`src/emam_defs.svh`:
```
// Constants for the external memory address map block
`ifndef EMAM_DEFS_SVH
`define EMAM_DEFS_SVH
`define EMAM_INT_AW 24
`define EMAM_EXT_AW 20
`define EMAM_PAGE_HI 23
`define EMAM_PAGE_LO 20
`define EMAM_PAGE_ZERO 4'h0
`define EMAM_ICE_LO 24'hff0000
`define EMAM_ICE_HI 24'hff00ff
`define EMAM_SFR_LO 24'h001f00
`define EMAM_SFR_HI 24'h001fff
`define EMAM_REG_LO 24'h000000
`define EMAM_REG_HI 24'h0001ff
`define EMAM_SMALL_LO 24'hff0000
`define EMAM_SMALL_HI 24'hffffff
`define EMAM_MODE_BIT 1
`define EMAM_MODE_RST 1'b0
`define EMAM_CS0_LO 24'hff0000
`define EMAM_CS0_HI 24'hffffff
`define EMAM_CS1_LO 24'h100000
`define EMAM_CS1_HI 24'h11ffff
`endif

```
`src/emam_pkg.sv`:
```
// Types shared by the external memory address map block
package emam_pkg;
  typedef enum logic [1:0] {
    EMAM_ACC_NONE,
    EMAM_ACC_DATA,
    EMAM_ACC_FETCH,
    EMAM_ACC_XFER
  } emam_acc_t;
  typedef enum logic {
    EMAM_MODE_1M,
    EMAM_MODE_64K
  } emam_mode_t;
endpackage

```
`src/emam_range_chk.sv`:
```
// Address range classifier for internal, reserved and window checks
`timescale 1ns/1ps
`include "emam_defs.svh"
module emam_range_chk (
  input wire logic [23:0] addr, // Internal linear address
  output logic internal_hit, // Served inside or reserved
  output logic small_win_hit, // Inside top 64-Kbyte area
  output logic cs0_hit, // Boot flash region
  output logic cs1_hit // User RAM region
);
  // Range decodes
  always_comb begin
    internal_hit = (addr >= `EMAM_ICE_LO && addr <= `EMAM_ICE_HI) ||
                   (addr >= `EMAM_SFR_LO && addr <= `EMAM_SFR_HI) ||
                   (addr <= `EMAM_REG_HI);
    small_win_hit = addr >= `EMAM_SMALL_LO;
    cs0_hit = addr >= `EMAM_CS0_LO;
    cs1_hit = addr >= `EMAM_CS1_LO && addr <= `EMAM_CS1_HI;
  end
endmodule

```
`src/emam_pin_sync.sv`:
```
// Three-stage pin synchroniser with agreement filter
`timescale 1ns/1ps
module emam_pin_sync (
  sys_clk, // System clock
  rstn, // Synchronous reset, active low
  pin_in, // Raw pin level
  level_out // Filtered level
);
  input wire logic sys_clk;
  input wire logic rstn;
  input wire logic pin_in;
  output logic level_out;
  logic s1_r;
  logic s2_r;
  logic s3_r;
  // Shift chain
  always_ff @(posedge sys_clk) begin
    if (!rstn) begin
      s1_r <= 1'b0;
      s2_r <= 1'b0;
      s3_r <= 1'b0;
    end else begin
      s1_r <= pin_in;
      s2_r <= s1_r;
      s3_r <= s2_r;
    end
  end
  // Accept a change once stages two and three agree
  always_ff @(posedge sys_clk) begin
    if (!rstn) begin
      level_out <= 1'b0;
    end else if (s2_r == s3_r) begin
      level_out <= s3_r;
    end
  end
endmodule

```
`src/emam_addr_map.sv`:
```
// External memory address map and memory-mode logic
//
// Notes on behaviour
// RQ1: Only address bits 19:0 leave the chip, so sixteen internal pages alias.
// RQ2: Demux mode drives 20 address pins; mux mode shares low 16 with data.
// RQ3: Address bits 19:16 always come out on the extended address port.
// RQ4: The page number is address bits 23:20, sixteen pages of 1 Mbyte.
// RQ5: ICE, peripheral SFR and register-file ranges never start a bus cycle.
// RQ6: Config bit one at 0 picks 1-Mbyte code mode, at 1 the 64-Kbyte mode.
// RQ7: In 1-Mbyte mode code fetches may come from any page.
// RQ8: In 64-Kbyte mode code fetches are allowed only in ff0000-ffffff.
// RQ9: Extended jump, branch and call are refused in 64-Kbyte mode.
// RQ10: Data reaches any page; page 0 is nonextended, others extended.
// RQ11: Boot code after reset comes from the flash on chip select zero.
// RQ12: The user RAM region is enabled by chip select one.
// RQ13: Port 3 pins 0, 1, 2 and 5 stay chip selects; the rest are GPIO.
// RQ14: The host link raises the nonmaskable interrupt for a ready character.
// RQ15: The memory mode is caught at reset and held until the next reset.
`timescale 1ns/1ps
`include "emam_defs.svh"
module emam_addr_map (
  input wire logic sys_clk, // 40 MHz system clock
  input wire logic rstn, // Synchronous reset, active low
  input wire logic [7:0] chip_config_byte_one, // Config byte sampled at reset
  input wire logic demux_mode, // 1 selects demultiplexed bus
  input wire logic req_valid, // Access request strobe
  input wire emam_pkg::emam_acc_t req_kind, // Kind of access
  input wire logic [23:0] req_addr, // Internal linear address
  input wire logic [15:0] req_wdata, // Write data
  input wire logic req_write, // 1 for a write
  input wire logic host_char_pin, // Host link character-ready pin
  input wire logic [7:0] port3_gpio_out, // GPIO values for port 3
  output logic [19:0] ext_address, // Demux address pins
  output logic [15:0] shared_addr_data_bus, // Mux address/data out
  output logic shared_addr_data_oe, // Mux bus output enable
  output logic [3:0] upper_ext_address, // Extended address port pins
  output logic bus_cycle, // External cycle in progress
  output logic ext_cycle_extended, // Extended cycle marker
  output logic internal_access, // Served inside the chip
  output logic fetch_fault, // Fetch or transfer refused
  output logic [3:0] page_num, // Page of the request
  output logic boot_flash_select_n, // Chip select zero
  output logic user_ram_select_n, // Chip select one
  output logic [7:0] port3_out, // Port 3 pin values
  output logic small_code_window_select, // Latched memory mode
  output logic nmi_req // Nonmaskable interrupt request
);
  logic internal_hit;
  logic small_win_hit;
  logic cs0_hit;
  logic cs1_hit;
  logic host_level;
  logic boot_r;
  logic boot_fetch;
  logic go;
  logic refuse;
  emam_pkg::emam_mode_t mode_r;

  //----------------------------------------
  // Range decode and pin synchroniser
  //----------------------------------------
  emam_range_chk u_rng (
    .addr(req_addr),
    .internal_hit(internal_hit),
    .small_win_hit(small_win_hit),
    .cs0_hit(cs0_hit),
    .cs1_hit(cs1_hit)
  );

  emam_pin_sync u_sync (
    .sys_clk(sys_clk),
    .rstn(rstn),
    .pin_in(host_char_pin),
    .level_out(host_level)
  );

  //----------------------------------------
  // Memory mode latch
  //----------------------------------------
  // Caught while reset is held, frozen afterwards
  always_ff @(posedge sys_clk) begin
    if (!rstn) begin
      mode_r <= chip_config_byte_one[`EMAM_MODE_BIT] ? // RQ15
        emam_pkg::EMAM_MODE_64K : emam_pkg::EMAM_MODE_1M; // RQ6
    end
  end
  assign small_code_window_select = (mode_r == emam_pkg::EMAM_MODE_64K);

  // Mode taken from the config bit while reset is held
  mode_latch_a: assert property (@(posedge sys_clk) // RQ6
    !rstn |=> small_code_window_select ==
      $past(chip_config_byte_one[`EMAM_MODE_BIT]))
    else $error("memory mode not taken from config bit");

  // Mode frozen from release until the next reset
  mode_hold_a: assert property (@(posedge sys_clk) // RQ15
    disable iff (!rstn) $stable(small_code_window_select))
    else $error("memory mode changed outside reset");

  // Boot flag: first fetch after reset forced to chip select zero
  always_ff @(posedge sys_clk) begin
    if (!rstn) begin
      boot_r <= 1'b1;
    end else if (req_valid && req_kind == emam_pkg::EMAM_ACC_FETCH) begin
      boot_r <= 1'b0;
    end
  end

  // Fetch that the boot flag steers to the flash
  assign boot_fetch = boot_r && req_kind == emam_pkg::EMAM_ACC_FETCH;

  // First fetch after reset lands on the flash
  boot_fetch_a: assert property (@(posedge sys_clk) // RQ11
    disable iff (!rstn)
    go && boot_fetch |=> !boot_flash_select_n)
    else $error("boot fetch missed flash select");

  //----------------------------------------
  // Request qualification
  //----------------------------------------
  always_comb begin
    refuse = 1'b0;
    if (req_kind == emam_pkg::EMAM_ACC_FETCH) begin
      refuse = small_code_window_select && !small_win_hit; // RQ7 RQ8
    end else if (req_kind == emam_pkg::EMAM_ACC_XFER) begin
      refuse = small_code_window_select; // RQ9
    end
  end
  // Internal ranges never reach the bus
  assign go = req_valid && req_kind != emam_pkg::EMAM_ACC_NONE &&
              !refuse && !internal_hit; // RQ5

  // Any page may be fetched in 1-Mbyte mode
  fetch_wide_a: assert property (@(posedge sys_clk) // RQ7
    disable iff (!rstn)
    req_valid && req_kind == emam_pkg::EMAM_ACC_FETCH &&
      !small_code_window_select |=> !fetch_fault)
    else $error("fetch refused in 1-Mbyte mode");

  // Fetch with address bit 23 clear refused in small mode
  small_fetch_a: assert property (@(posedge sys_clk) // RQ8
    disable iff (!rstn)
    req_valid && req_kind == emam_pkg::EMAM_ACC_FETCH &&
      small_code_window_select && !req_addr[23] |=>
      fetch_fault && !bus_cycle)
    else $error("fetch outside small window allowed");

  // Extended transfers refused in small mode
  xfer_refuse_a: assert property (@(posedge sys_clk) // RQ9
    disable iff (!rstn)
    req_valid && req_kind == emam_pkg::EMAM_ACC_XFER &&
      small_code_window_select |=> fetch_fault && !bus_cycle)
    else $error("extended transfer ran in small mode");

  // A refused request never reaches the bus
  fault_nobus_a: assert property (@(posedge sys_clk) // RQ9
    disable iff (!rstn) fetch_fault |-> !bus_cycle)
    else $error("refused request started a bus cycle");

  // Data is never refused, whatever the mode
  data_any_a: assert property (@(posedge sys_clk) // RQ10
    disable iff (!rstn)
    req_valid && req_kind == emam_pkg::EMAM_ACC_DATA |=> !fetch_fault)
    else $error("data access refused");

  // Internal ranges answer inside, never on the bus
  internal_nobus_a: assert property (@(posedge sys_clk) // RQ5
    disable iff (!rstn)
    req_valid && internal_hit |=> internal_access && !bus_cycle)
    else $error("bus cycle for internal range");

  //----------------------------------------
  // Bus outputs
  //----------------------------------------
  always_ff @(posedge sys_clk) begin
    if (!rstn) begin
      ext_address <= 20'h00000;
      shared_addr_data_bus <= 16'h0000;
      shared_addr_data_oe <= 1'b0;
      upper_ext_address <= 4'h0;
      bus_cycle <= 1'b0;
      ext_cycle_extended <= 1'b0;
      internal_access <= 1'b0;
      fetch_fault <= 1'b0;
      page_num <= 4'h0;
      boot_flash_select_n <= 1'b1;
      user_ram_select_n <= 1'b1;
    end else begin
      page_num <= req_addr[`EMAM_PAGE_HI:`EMAM_PAGE_LO]; // RQ4
      internal_access <= req_valid && internal_hit;
      fetch_fault <= req_valid && refuse;
      bus_cycle <= go;
      if (go) begin
        ext_address <= demux_mode ? req_addr[19:0] : 20'h00000; // RQ1 RQ2
        upper_ext_address <= req_addr[19:16]; // RQ3
        shared_addr_data_bus <= demux_mode ? req_wdata :
                                req_addr[15:0]; // RQ2
        shared_addr_data_oe <= !demux_mode || req_write;
        ext_cycle_extended <= req_addr[`EMAM_PAGE_HI:`EMAM_PAGE_LO] !=
                              `EMAM_PAGE_ZERO; // RQ10
        boot_flash_select_n <= !(cs0_hit || boot_fetch); // RQ11
        // Boot fetch wins so both parts never drive together
        user_ram_select_n <= !(cs1_hit && !boot_fetch); // RQ12
      end else begin
        shared_addr_data_oe <= 1'b0;
        boot_flash_select_n <= 1'b1;
        user_ram_select_n <= 1'b1;
      end
    end
  end

  // Demux pins carry only the low 20 bits
  addr_alias_a: assert property (@(posedge sys_clk) // RQ1
    disable iff (!rstn)
    go && demux_mode |=> ext_address == $past(req_addr[19:0]))
    else $error("external address not low 20 bits");

  // Demux address pins idle in mux mode
  mux_zero_a: assert property (@(posedge sys_clk) // RQ2
    disable iff (!rstn)
    go && !demux_mode |=> ext_address == 20'h00000)
    else $error("demux pins driven in mux mode");

  // Address bits 19:16 on the extended port
  upper_port_a: assert property (@(posedge sys_clk) // RQ3
    disable iff (!rstn)
    go |=> upper_ext_address == $past(req_addr[19:16]))
    else $error("upper address port wrong");

  // Shared pins carry the low address in mux mode
  mux_addr_a: assert property (@(posedge sys_clk) // RQ2
    disable iff (!rstn)
    go && !demux_mode |=> shared_addr_data_oe &&
      shared_addr_data_bus == $past(req_addr[15:0]))
    else $error("mux address phase wrong");

  // Shared pins driven only for writes in demux mode
  demux_oe_a: assert property (@(posedge sys_clk) // RQ2
    disable iff (!rstn)
    go && demux_mode |=> shared_addr_data_oe == $past(req_write))
    else $error("demux bus enable wrong");

  // Page number from the top four bits
  page_num_a: assert property (@(posedge sys_clk) // RQ4
    disable iff (!rstn)
    req_valid |=> page_num == $past(req_addr[23:20]))
    else $error("page number wrong");

  // Page zero nonextended, all others extended
  page_ext_a: assert property (@(posedge sys_clk) // RQ10
    disable iff (!rstn)
    go |=> ext_cycle_extended == ($past(req_addr[23:20]) != 4'h0))
    else $error("extended cycle marker wrong");

  // Flash region selects the flash alone
  cs0_sel_a: assert property (@(posedge sys_clk) // RQ11
    disable iff (!rstn)
    go && cs0_hit |=> !boot_flash_select_n && user_ram_select_n)
    else $error("flash select wrong");

  // RAM region selects the RAM alone
  cs1_sel_a: assert property (@(posedge sys_clk) // RQ12
    disable iff (!rstn)
    go && cs1_hit && !boot_fetch |=> !user_ram_select_n &&
      boot_flash_select_n)
    else $error("user RAM select wrong");

  // Selects and bus drive drop between cycles
  idle_sel_a: assert property (@(posedge sys_clk) // RQ12
    disable iff (!rstn)
    !go |=> !bus_cycle && !shared_addr_data_oe &&
      boot_flash_select_n && user_ram_select_n)
    else $error("select active without a bus cycle");

  //----------------------------------------
  // Port 3 pins and host interrupt
  //----------------------------------------
  // Chip-select pins override GPIO
  always_comb begin
    port3_out = port3_gpio_out;
    port3_out[0] = boot_flash_select_n; // RQ13
    port3_out[1] = user_ram_select_n; // RQ13
    port3_out[2] = 1'b1;
    port3_out[5] = 1'b1;
  end

  // Chip-select pins are never handed to GPIO
  cs_pins_a: assert property (@(posedge sys_clk) // RQ13
    disable iff (!rstn)
    port3_out[0] == boot_flash_select_n &&
      port3_out[1] == user_ram_select_n && port3_out[2] && port3_out[5])
    else $error("chip select pin overridden");

  always_ff @(posedge sys_clk) begin
    if (!rstn) begin
      nmi_req <= 1'b0;
    end else begin
      nmi_req <= host_level; // RQ14
    end
  end

  // Interrupt rises with the filtered host line
  nmi_follow_a: assert property (@(posedge sys_clk) // RQ14
    disable iff (!rstn)
    host_level |=> nmi_req)
    else $error("nmi did not follow host link");

  // Interrupt falls with the filtered host line
  nmi_low_a: assert property (@(posedge sys_clk) // RQ14
    disable iff (!rstn)
    !host_level |=> !nmi_req)
    else $error("nmi raised without host character");
endmodule

```
`config.mk`:
```
export PLATFORM = sky130hd
export DESIGN_NAME = emam_addr_map
export DESIGN_NICKNAME = d
export VERILOG_FILES = /design/src/emam_pkg.sv /design/src/emam_range_chk.sv /design/src/emam_pin_sync.sv /design/src/emam_addr_map.sv
export VERILOG_INCLUDE_DIRS = /design/src
export SDC_FILE = /design/constraint.sdc
export NUM_CORES = 1
export LEC_CHECK = 0
export BUFFER_PORTS_ARGS = -buffer_cell sky130_fd_sc_hd__buf_2
export CORE_AREA = 2 2 75 77
export DETAILED_ROUTE_END_ITERATION = 8
export DIE_AREA = 0 0 77 79
export PLACE_DENSITY = 0.83
export SYNTH_ARGS = -nofsm -noshare
export SYNTH_HDL_FRONTEND = slang
export SYNTH_SLANG_ARGS = --single-unit
```
`constraint.sdc`:
```
create_clock -name sys_clk -period 4 [get_ports sys_clk]
set_clock_uncertainty 0.05 [all_clocks]
set_input_delay 0.4 -clock sys_clk [delete_from_list [all_inputs] [get_ports sys_clk]]
set_output_delay 0.4 -clock sys_clk [all_outputs]
set_load 0.01 [all_outputs]
```
==> results of run 1 <==
[per-layer routing]
layer,vias up,track usage,routed length (um)
met5,-,0,0
met4,0,0.100,97
met3,11,0.0511,410
met2,87,0.364,3080
met1,1033,0.278,2870
li1,1060,-,-
[Yosys cell counts, types with 2 or more instances]
| library cell | instances | area [sq um] |
|---|---|---|
| nor3_1 | 4 | 20.0 |
| mux2i_1 | 36 | 360 |
| nand3_1 | 4 | 20.0 |
| buf_12 | 2 | 40.0 |
| a211oi_2 | 16 | 200 |
| clkbuf_1 | 6 | 22.5 |
| buf_4 | 8 | 60.1 |
| nor2_1 | 3 | 11.3 |
| buf_2 | 5 | 25.0 |
| o21ai_0 | 7 | 35.0 |
| buf_1 | 2 | 7.51 |
| nor4_1 | 2 | 12.5 |
| nand4_1 | 2 | 12.5 |
| and2_1 | 8 | 50.1 |
| dfxtp_1 | 57 | 1140 |
| nand2_1 | 47 | 176 |
| a21oi_1 | 22 | 110 |
| inv_1 | 2 | 7.51 |
[final cells by class]
cell class	count	area [sq um]
Tap cell	72	90.1
Multi-Input combinational cell	168	1180
Fill cell	508	2190
Inverter	3	11.3
Sequential cell	58	1170
Clock inverter	3	15.0
Timing Repair Buffer	103	515
Clock buffer	13	159
[kinds of logic (layout without fill, tap and decap cells)]
family                 count (synthesis)  count (layout)  share of synthesized area
buffers and inverters                 27             122                     0.0703
multiplexers                          36              36                      0.143
AO/OA/AOI/OAI                         52              52                      0.165
AND/OR/NAND/NOR                       78              78                      0.157
other                                  1               2                    0.00148
flip-flops                            58              58                      0.464
[stage by stage]
stage,cell area (sq um),hold WS (ps)
detailed placement,2970,391
floorplan,2530,362
global placement,2970,392
global route,3140,177
finish,3140,193
CTS,3140,182
[flip-flops by register name (all words and copies together), names as in the netlist, 4 cells and up]
register and count:
page_num 4, shared_addr_data_bus 16, ext_address 20, upper_ext_address 4
[power breakdown]
part / total (W) / switching [W] / internal, W / leakage [nW]
sequential: 0.000624 / 0.0000142 / 0.000610 / 0.477
combinational: 0.000190 / 0.000112 / 0.0000786 / 0.858
clock: 0.000472 / 0.000217 / 0.000256 / 0.0932
[worst min path at each step]
stage                                  from                        to  slack (ps)  depth (start not counted)
floorplan                       u_sync.s1_r               u_sync.s2_r         360                          1
global route        chip_config_byte_one[1]  small_code_window_select         180                          1
finish              chip_config_byte_one[1]  small_code_window_select         190                          1
CTS                 chip_config_byte_one[1]  small_code_window_select         180                          1
detailed placement              u_sync.s1_r               u_sync.s2_r         390                          1
global placement            ext_address[17]           ext_address[17]         390                          2
==> impl_metrics.yaml, run 1 <==
floorplan:
  die_height_um: 79
  die_x_um: 77
  rows: 27
  die_area_sq_um: 6080
  io_pins: 125
  initial_core_util: 0.473
  core_sq_um: 5340
worst_setup_path:
  rr_worst_depth: 4
  slowest_stage: "o21a_1"
  crit_buf_inv: 1
  crit_type: "input port to register"
  reg2reg_to: "ext_address[11]"
  worst_ep_required_time_ps: 4200
  r2r_setup_slack_ps: 2130
  crit_path_end: "shared_addr_data_bus[9]"
  crit_chain: "buf_2, and3_1, a31oi_1, o21a_1, a21oi_1, a211oi_2"
  max_stage_delay_ps: 760
  critPathTopFamily: "compound AO/OA/AOI/OAI gates"
  cp_num_cells: 6
  startpoint: "req_addr[11]"
  crit_fanout: 22
  r2r_start: "small_code_window_select"
  setup.worst_path.start_class: "input port"
  end_kind: "register"
  cp_data_arrival_time_ps: 2250
logic_synthesis:
  async_flop_share: 0
  synth.distinct_cells: 37
  synth_edf_count: 1
  synth_ff_type: "dfxtp_1"
  synth_cells: 252
  yosysSeqAreaShare: 0.464
  netlist_area_sq_um: 2530
  synth_seq_cells: 58
  yosysWarnings: 0
  avgSynthCellArea_sq_um: 10.0
placed_design:
  io_buffers: 103
  hpwl_um: 4500
  preCtsSetupSlack_ps: 1660
  gp_congestion: 0.807
  dp_cells: 404
cells_and_area:
  antenna_cells: 0
  final_nets: 407
  layout_common_cells: "103 x buf_2, 57 x dfxtp_1, 47 x nand2_1"
  final_common_cell: "buf_2"
  area_delta_synth_final_pct: 24.4
  fin_cells: 420
  drive_gt1_frac: 0.405
  utilization: 0.589
detailed_routing:
  routed_wl_um: 6450
  vias: 2191
  wl_per_cell_um: 15.4
  final_antenna_net_count: 0
  first_pass_iters: 4
  drc: 0
  drtIter0Drc: 93
  viasPerCell: 5.22
run:
  maxCapViolCount: 0
global_routing:
  grt_max_degree: 38
  grt_first_pass_wirelength_um: 10500
  grt_usage: 0.221
  grt_pass1_vias: 2066
  gr-total-overflow: 0
  antenna_found_initial: 0
clocking:
  h-tree-depth: 3
  path_clk_slew_ps: 70
  cts_root_buf: "clkbuf_8"
  post_cts_buffers: 0
  cts_sinks: 58
  cts_buffers: 9
  insertion_delay_ps: 330
  clock_path_buffers: 2
  ctsHoldBuffers: 0
  ctsResizeCount: 0
  cts_tree: "yes"
sta:
  fmax_mhz: 487
  fin_tns_setup_ps: 0
  finalCritPeriodShare: 0.513
  drv_slew: 0
  worst_slack_ps: 1950
  final.min_clock_period_ps: 2050
  rsz0062_at_grt: "false"
  relSlewSlack: 0.439
  tightest_slew_ps: 842
  hold_violations: 0
  setup_violations: 0
outcome:
  status: "finished, final reports clean"
power:
  irDropWorstVdd_mv: 0.207
  static-leakage-power_nw: 1.43
  finalPower_w: 0.00129
  cellPowerDensity_nw_per_um2: 409
hold_path:
  holdCritPathClass: "input port to register"
(Power assumes the default switching activity.)
==> run 2: changes to the inputs <==
- CORE_AREA: 2 2 75 77 -> 2 2 82 84
- DIE_AREA: 0 0 77 79 -> 0 0 84 86
- PLACE_DENSITY: 0.83 -> 0.74
- clock period: 4 -> 1.7 ns (I/O delays scaled with it)
==> run 2 against run 1 <==
Clock-buffer cell count is 1 lower. Sequential power increased by 140%. Combinational power grew to 2.7 times the previous value. Wire length up 5.7%. Critical path depth fell by 1. Clock power grew to 3.1 times the previous value. Non-clock buffer count rose by 29. Power grew to 2.7 times the previous value. First-iteration DRC count fell by 15%. Die area rose by 19%. Core utilization decreased by 3.6 points. Register-to-register slack worse by 2000 ps. Highest routed layer unchanged.
==> impl_metrics.yaml, run 2 (same netlist as run 1, synthesis figures left out) <==
power:
  switchingPower_w: 0.000845
  irDropWorstVdd_mv: 0.595
  power.share.switching: 0.244
  static-leakage-power_nw: 1.61
  cellPowerDensity_nw_per_um2: 995
  pwr-share-clk: 0.429
  power_frac_seq: 0.424
  p_int_w: 0.00261
  p_comb_frac: 0.147
  finalPower_w: 0.00346
detailed_routing:
  wl_per_cell_um: 15.0
  vias: 2284
  top_layer: "met4"
  met2_wirelength_um: 3400
  final_antenna_net_count: 0
  drt-met1-wl_um: 2930
  routed-wl-met3_um: 439
  first_pass_iters: 7
  drc: 0
  drtIter0Drc: 79
  routed_wl_um: 6820
  viasPerCell: 5.03
worst_setup_path:
  crit_chain: "nand2_1, o221ai_2, nor2_8, buf_4, mux2i_1"
  setup.worst_path.start_class: "register"
  end_kind: "register"
  crit_type: "register to register"
  critPathTopFamily: "simple AND/OR/NAND/NOR gates"
  startpoint: "small_code_window_select"
  crit_buf_inv: 1
  cp_data_arrival_time_ps: 1730
  worst_ep_required_time_ps: 1900
  crit_fanout: 7
  max_stage_delay_ps: 380
  slowest_stage: "edfxtp_1"
  r2r_start: "small_code_window_select"
cells_and_area:
  layout_common_cells: "103 x buf_2, 57 x dfxtp_1, 47 x nand2_1"
  area_delta_synth_final_pct: 37.5
  regMostFlops: "ext_address"
  final_common_cell: "buf_2"
  largestRegisters: "ext_address x20, shared_addr_data_bus x16"
  antenna_cells: 0
  final_nets: 436
  final_area_sq_um: 3470
  drive_gt1_frac: 0.451
  largest_reg_flops: 20
global_routing:
  antenna_found_initial: 0
  grt_first_pass_wirelength_um: 10700
  grt_max_degree: 19
  grt_usage: 0.189
  grt_pass1_vias: 2271
  gr-total-overflow: 0
sta:
  fin_tns_setup_ps: 0
  rsz0062_at_grt: "false"
  hold_violations: 0
  whs_ps: 26.6
  finalCritPeriodShare: 0.904
  setup_violations: 0
  fmax_mhz: 651
  final.min_clock_period_ps: 1540
  drv_slew: 0
hold_path:
  holdCritPathClass: "input port to register"
  worstHoldStart: "req_write"
clocking:
  cts_sinks: 58
  cts_buffers: 9
  ctsHoldBuffers: 2
  path_clk_slew_ps: 70
  insertion_delay_ps: 330
  post_cts_buffers: 0
  ctsResizeCount: 0
  cts_root_buf: "clkbuf_8"
  h-tree-depth: 3
  clock_path_buffers: 2
  cts_tree: "yes"
floorplan:
  rows: 29
  die_height_um: 86
  initial_core_util: 0.402
  core_sq_um: 6280
  io_pins: 125
  die_x_um: 84
  die_area_sq_um: 7220
placed_design:
  io_buffers: 103
  hpwl_um: 5180
  gp_congestion: 0.777
  dpl_cell_area_sq_um: 3220
outcome:
  status: "finished, final reports clean"
run:
  maxCapViolCount: 0
-- run 2: worst paths after layout --
check                                            to  slack, ps  depth (start not counted)
worst min register to register          u_sync.s2_r        390                          1
worst max register to register       ext_address[5]        160                          5
worst min-delay path            shared_addr_data_oe         30                          3
worst max-delay path                 ext_address[5]        160                          5
-- run 2: per-layer routing --
| metal | up-vias | track usage |
|---|---|---|
| li1 | 1114 | - |
| met2 | 87 | 0.327 |
| met4 | 0 | 0.0660 |
| met5 | - | 0 |
| met1 | 1078 | 0.229 |
| met3 | 5 | 0.0481 |
-- run 2: power by group through the flow --
stage | sequential [W] | clock, W | combinational, W
after global routing | 0.00147 | 0.00157 | 0.000552
after global placement | 0.00150 | 0 | 0.000495
after CTS | 0.00147 | 0.00152 | 0.000512
final | 0.00147 | 0.00148 | 0.000507
after floorplan | 0.00153 | 0 | 0.000258
after detailed placement | 0.00150 | 0 | 0.000507
-- run 2: metrics by stage --
stage,std cells,setup WS [ps],utilization
final,454,163,0.553
after global routing,454,61.6,0.553
after CTS,454,137,0.553
after detailed placement,436,-52.4,0.512
after global placement,436,-25.8,0.512
after floorplan,253,241,-
-- run 2: cell type report --
class                      count  area [sq um]
clock inverter                 4          72.6
sequential                    58          1170
multi-input combinational    168          1180
tap                           77          96.3
timing repair buffer         132           776
clock buffer                  12           165
inverter                       3          11.3
fill                         585          2800
-- run 2: worst reg2reg max path, stage by stage, from the launching register on --
cell,delay [ps]
edfxtp_1,380
nand2_1,140
o221ai_2,220
nor2_8,250
buf_4,210
mux2i_1,210
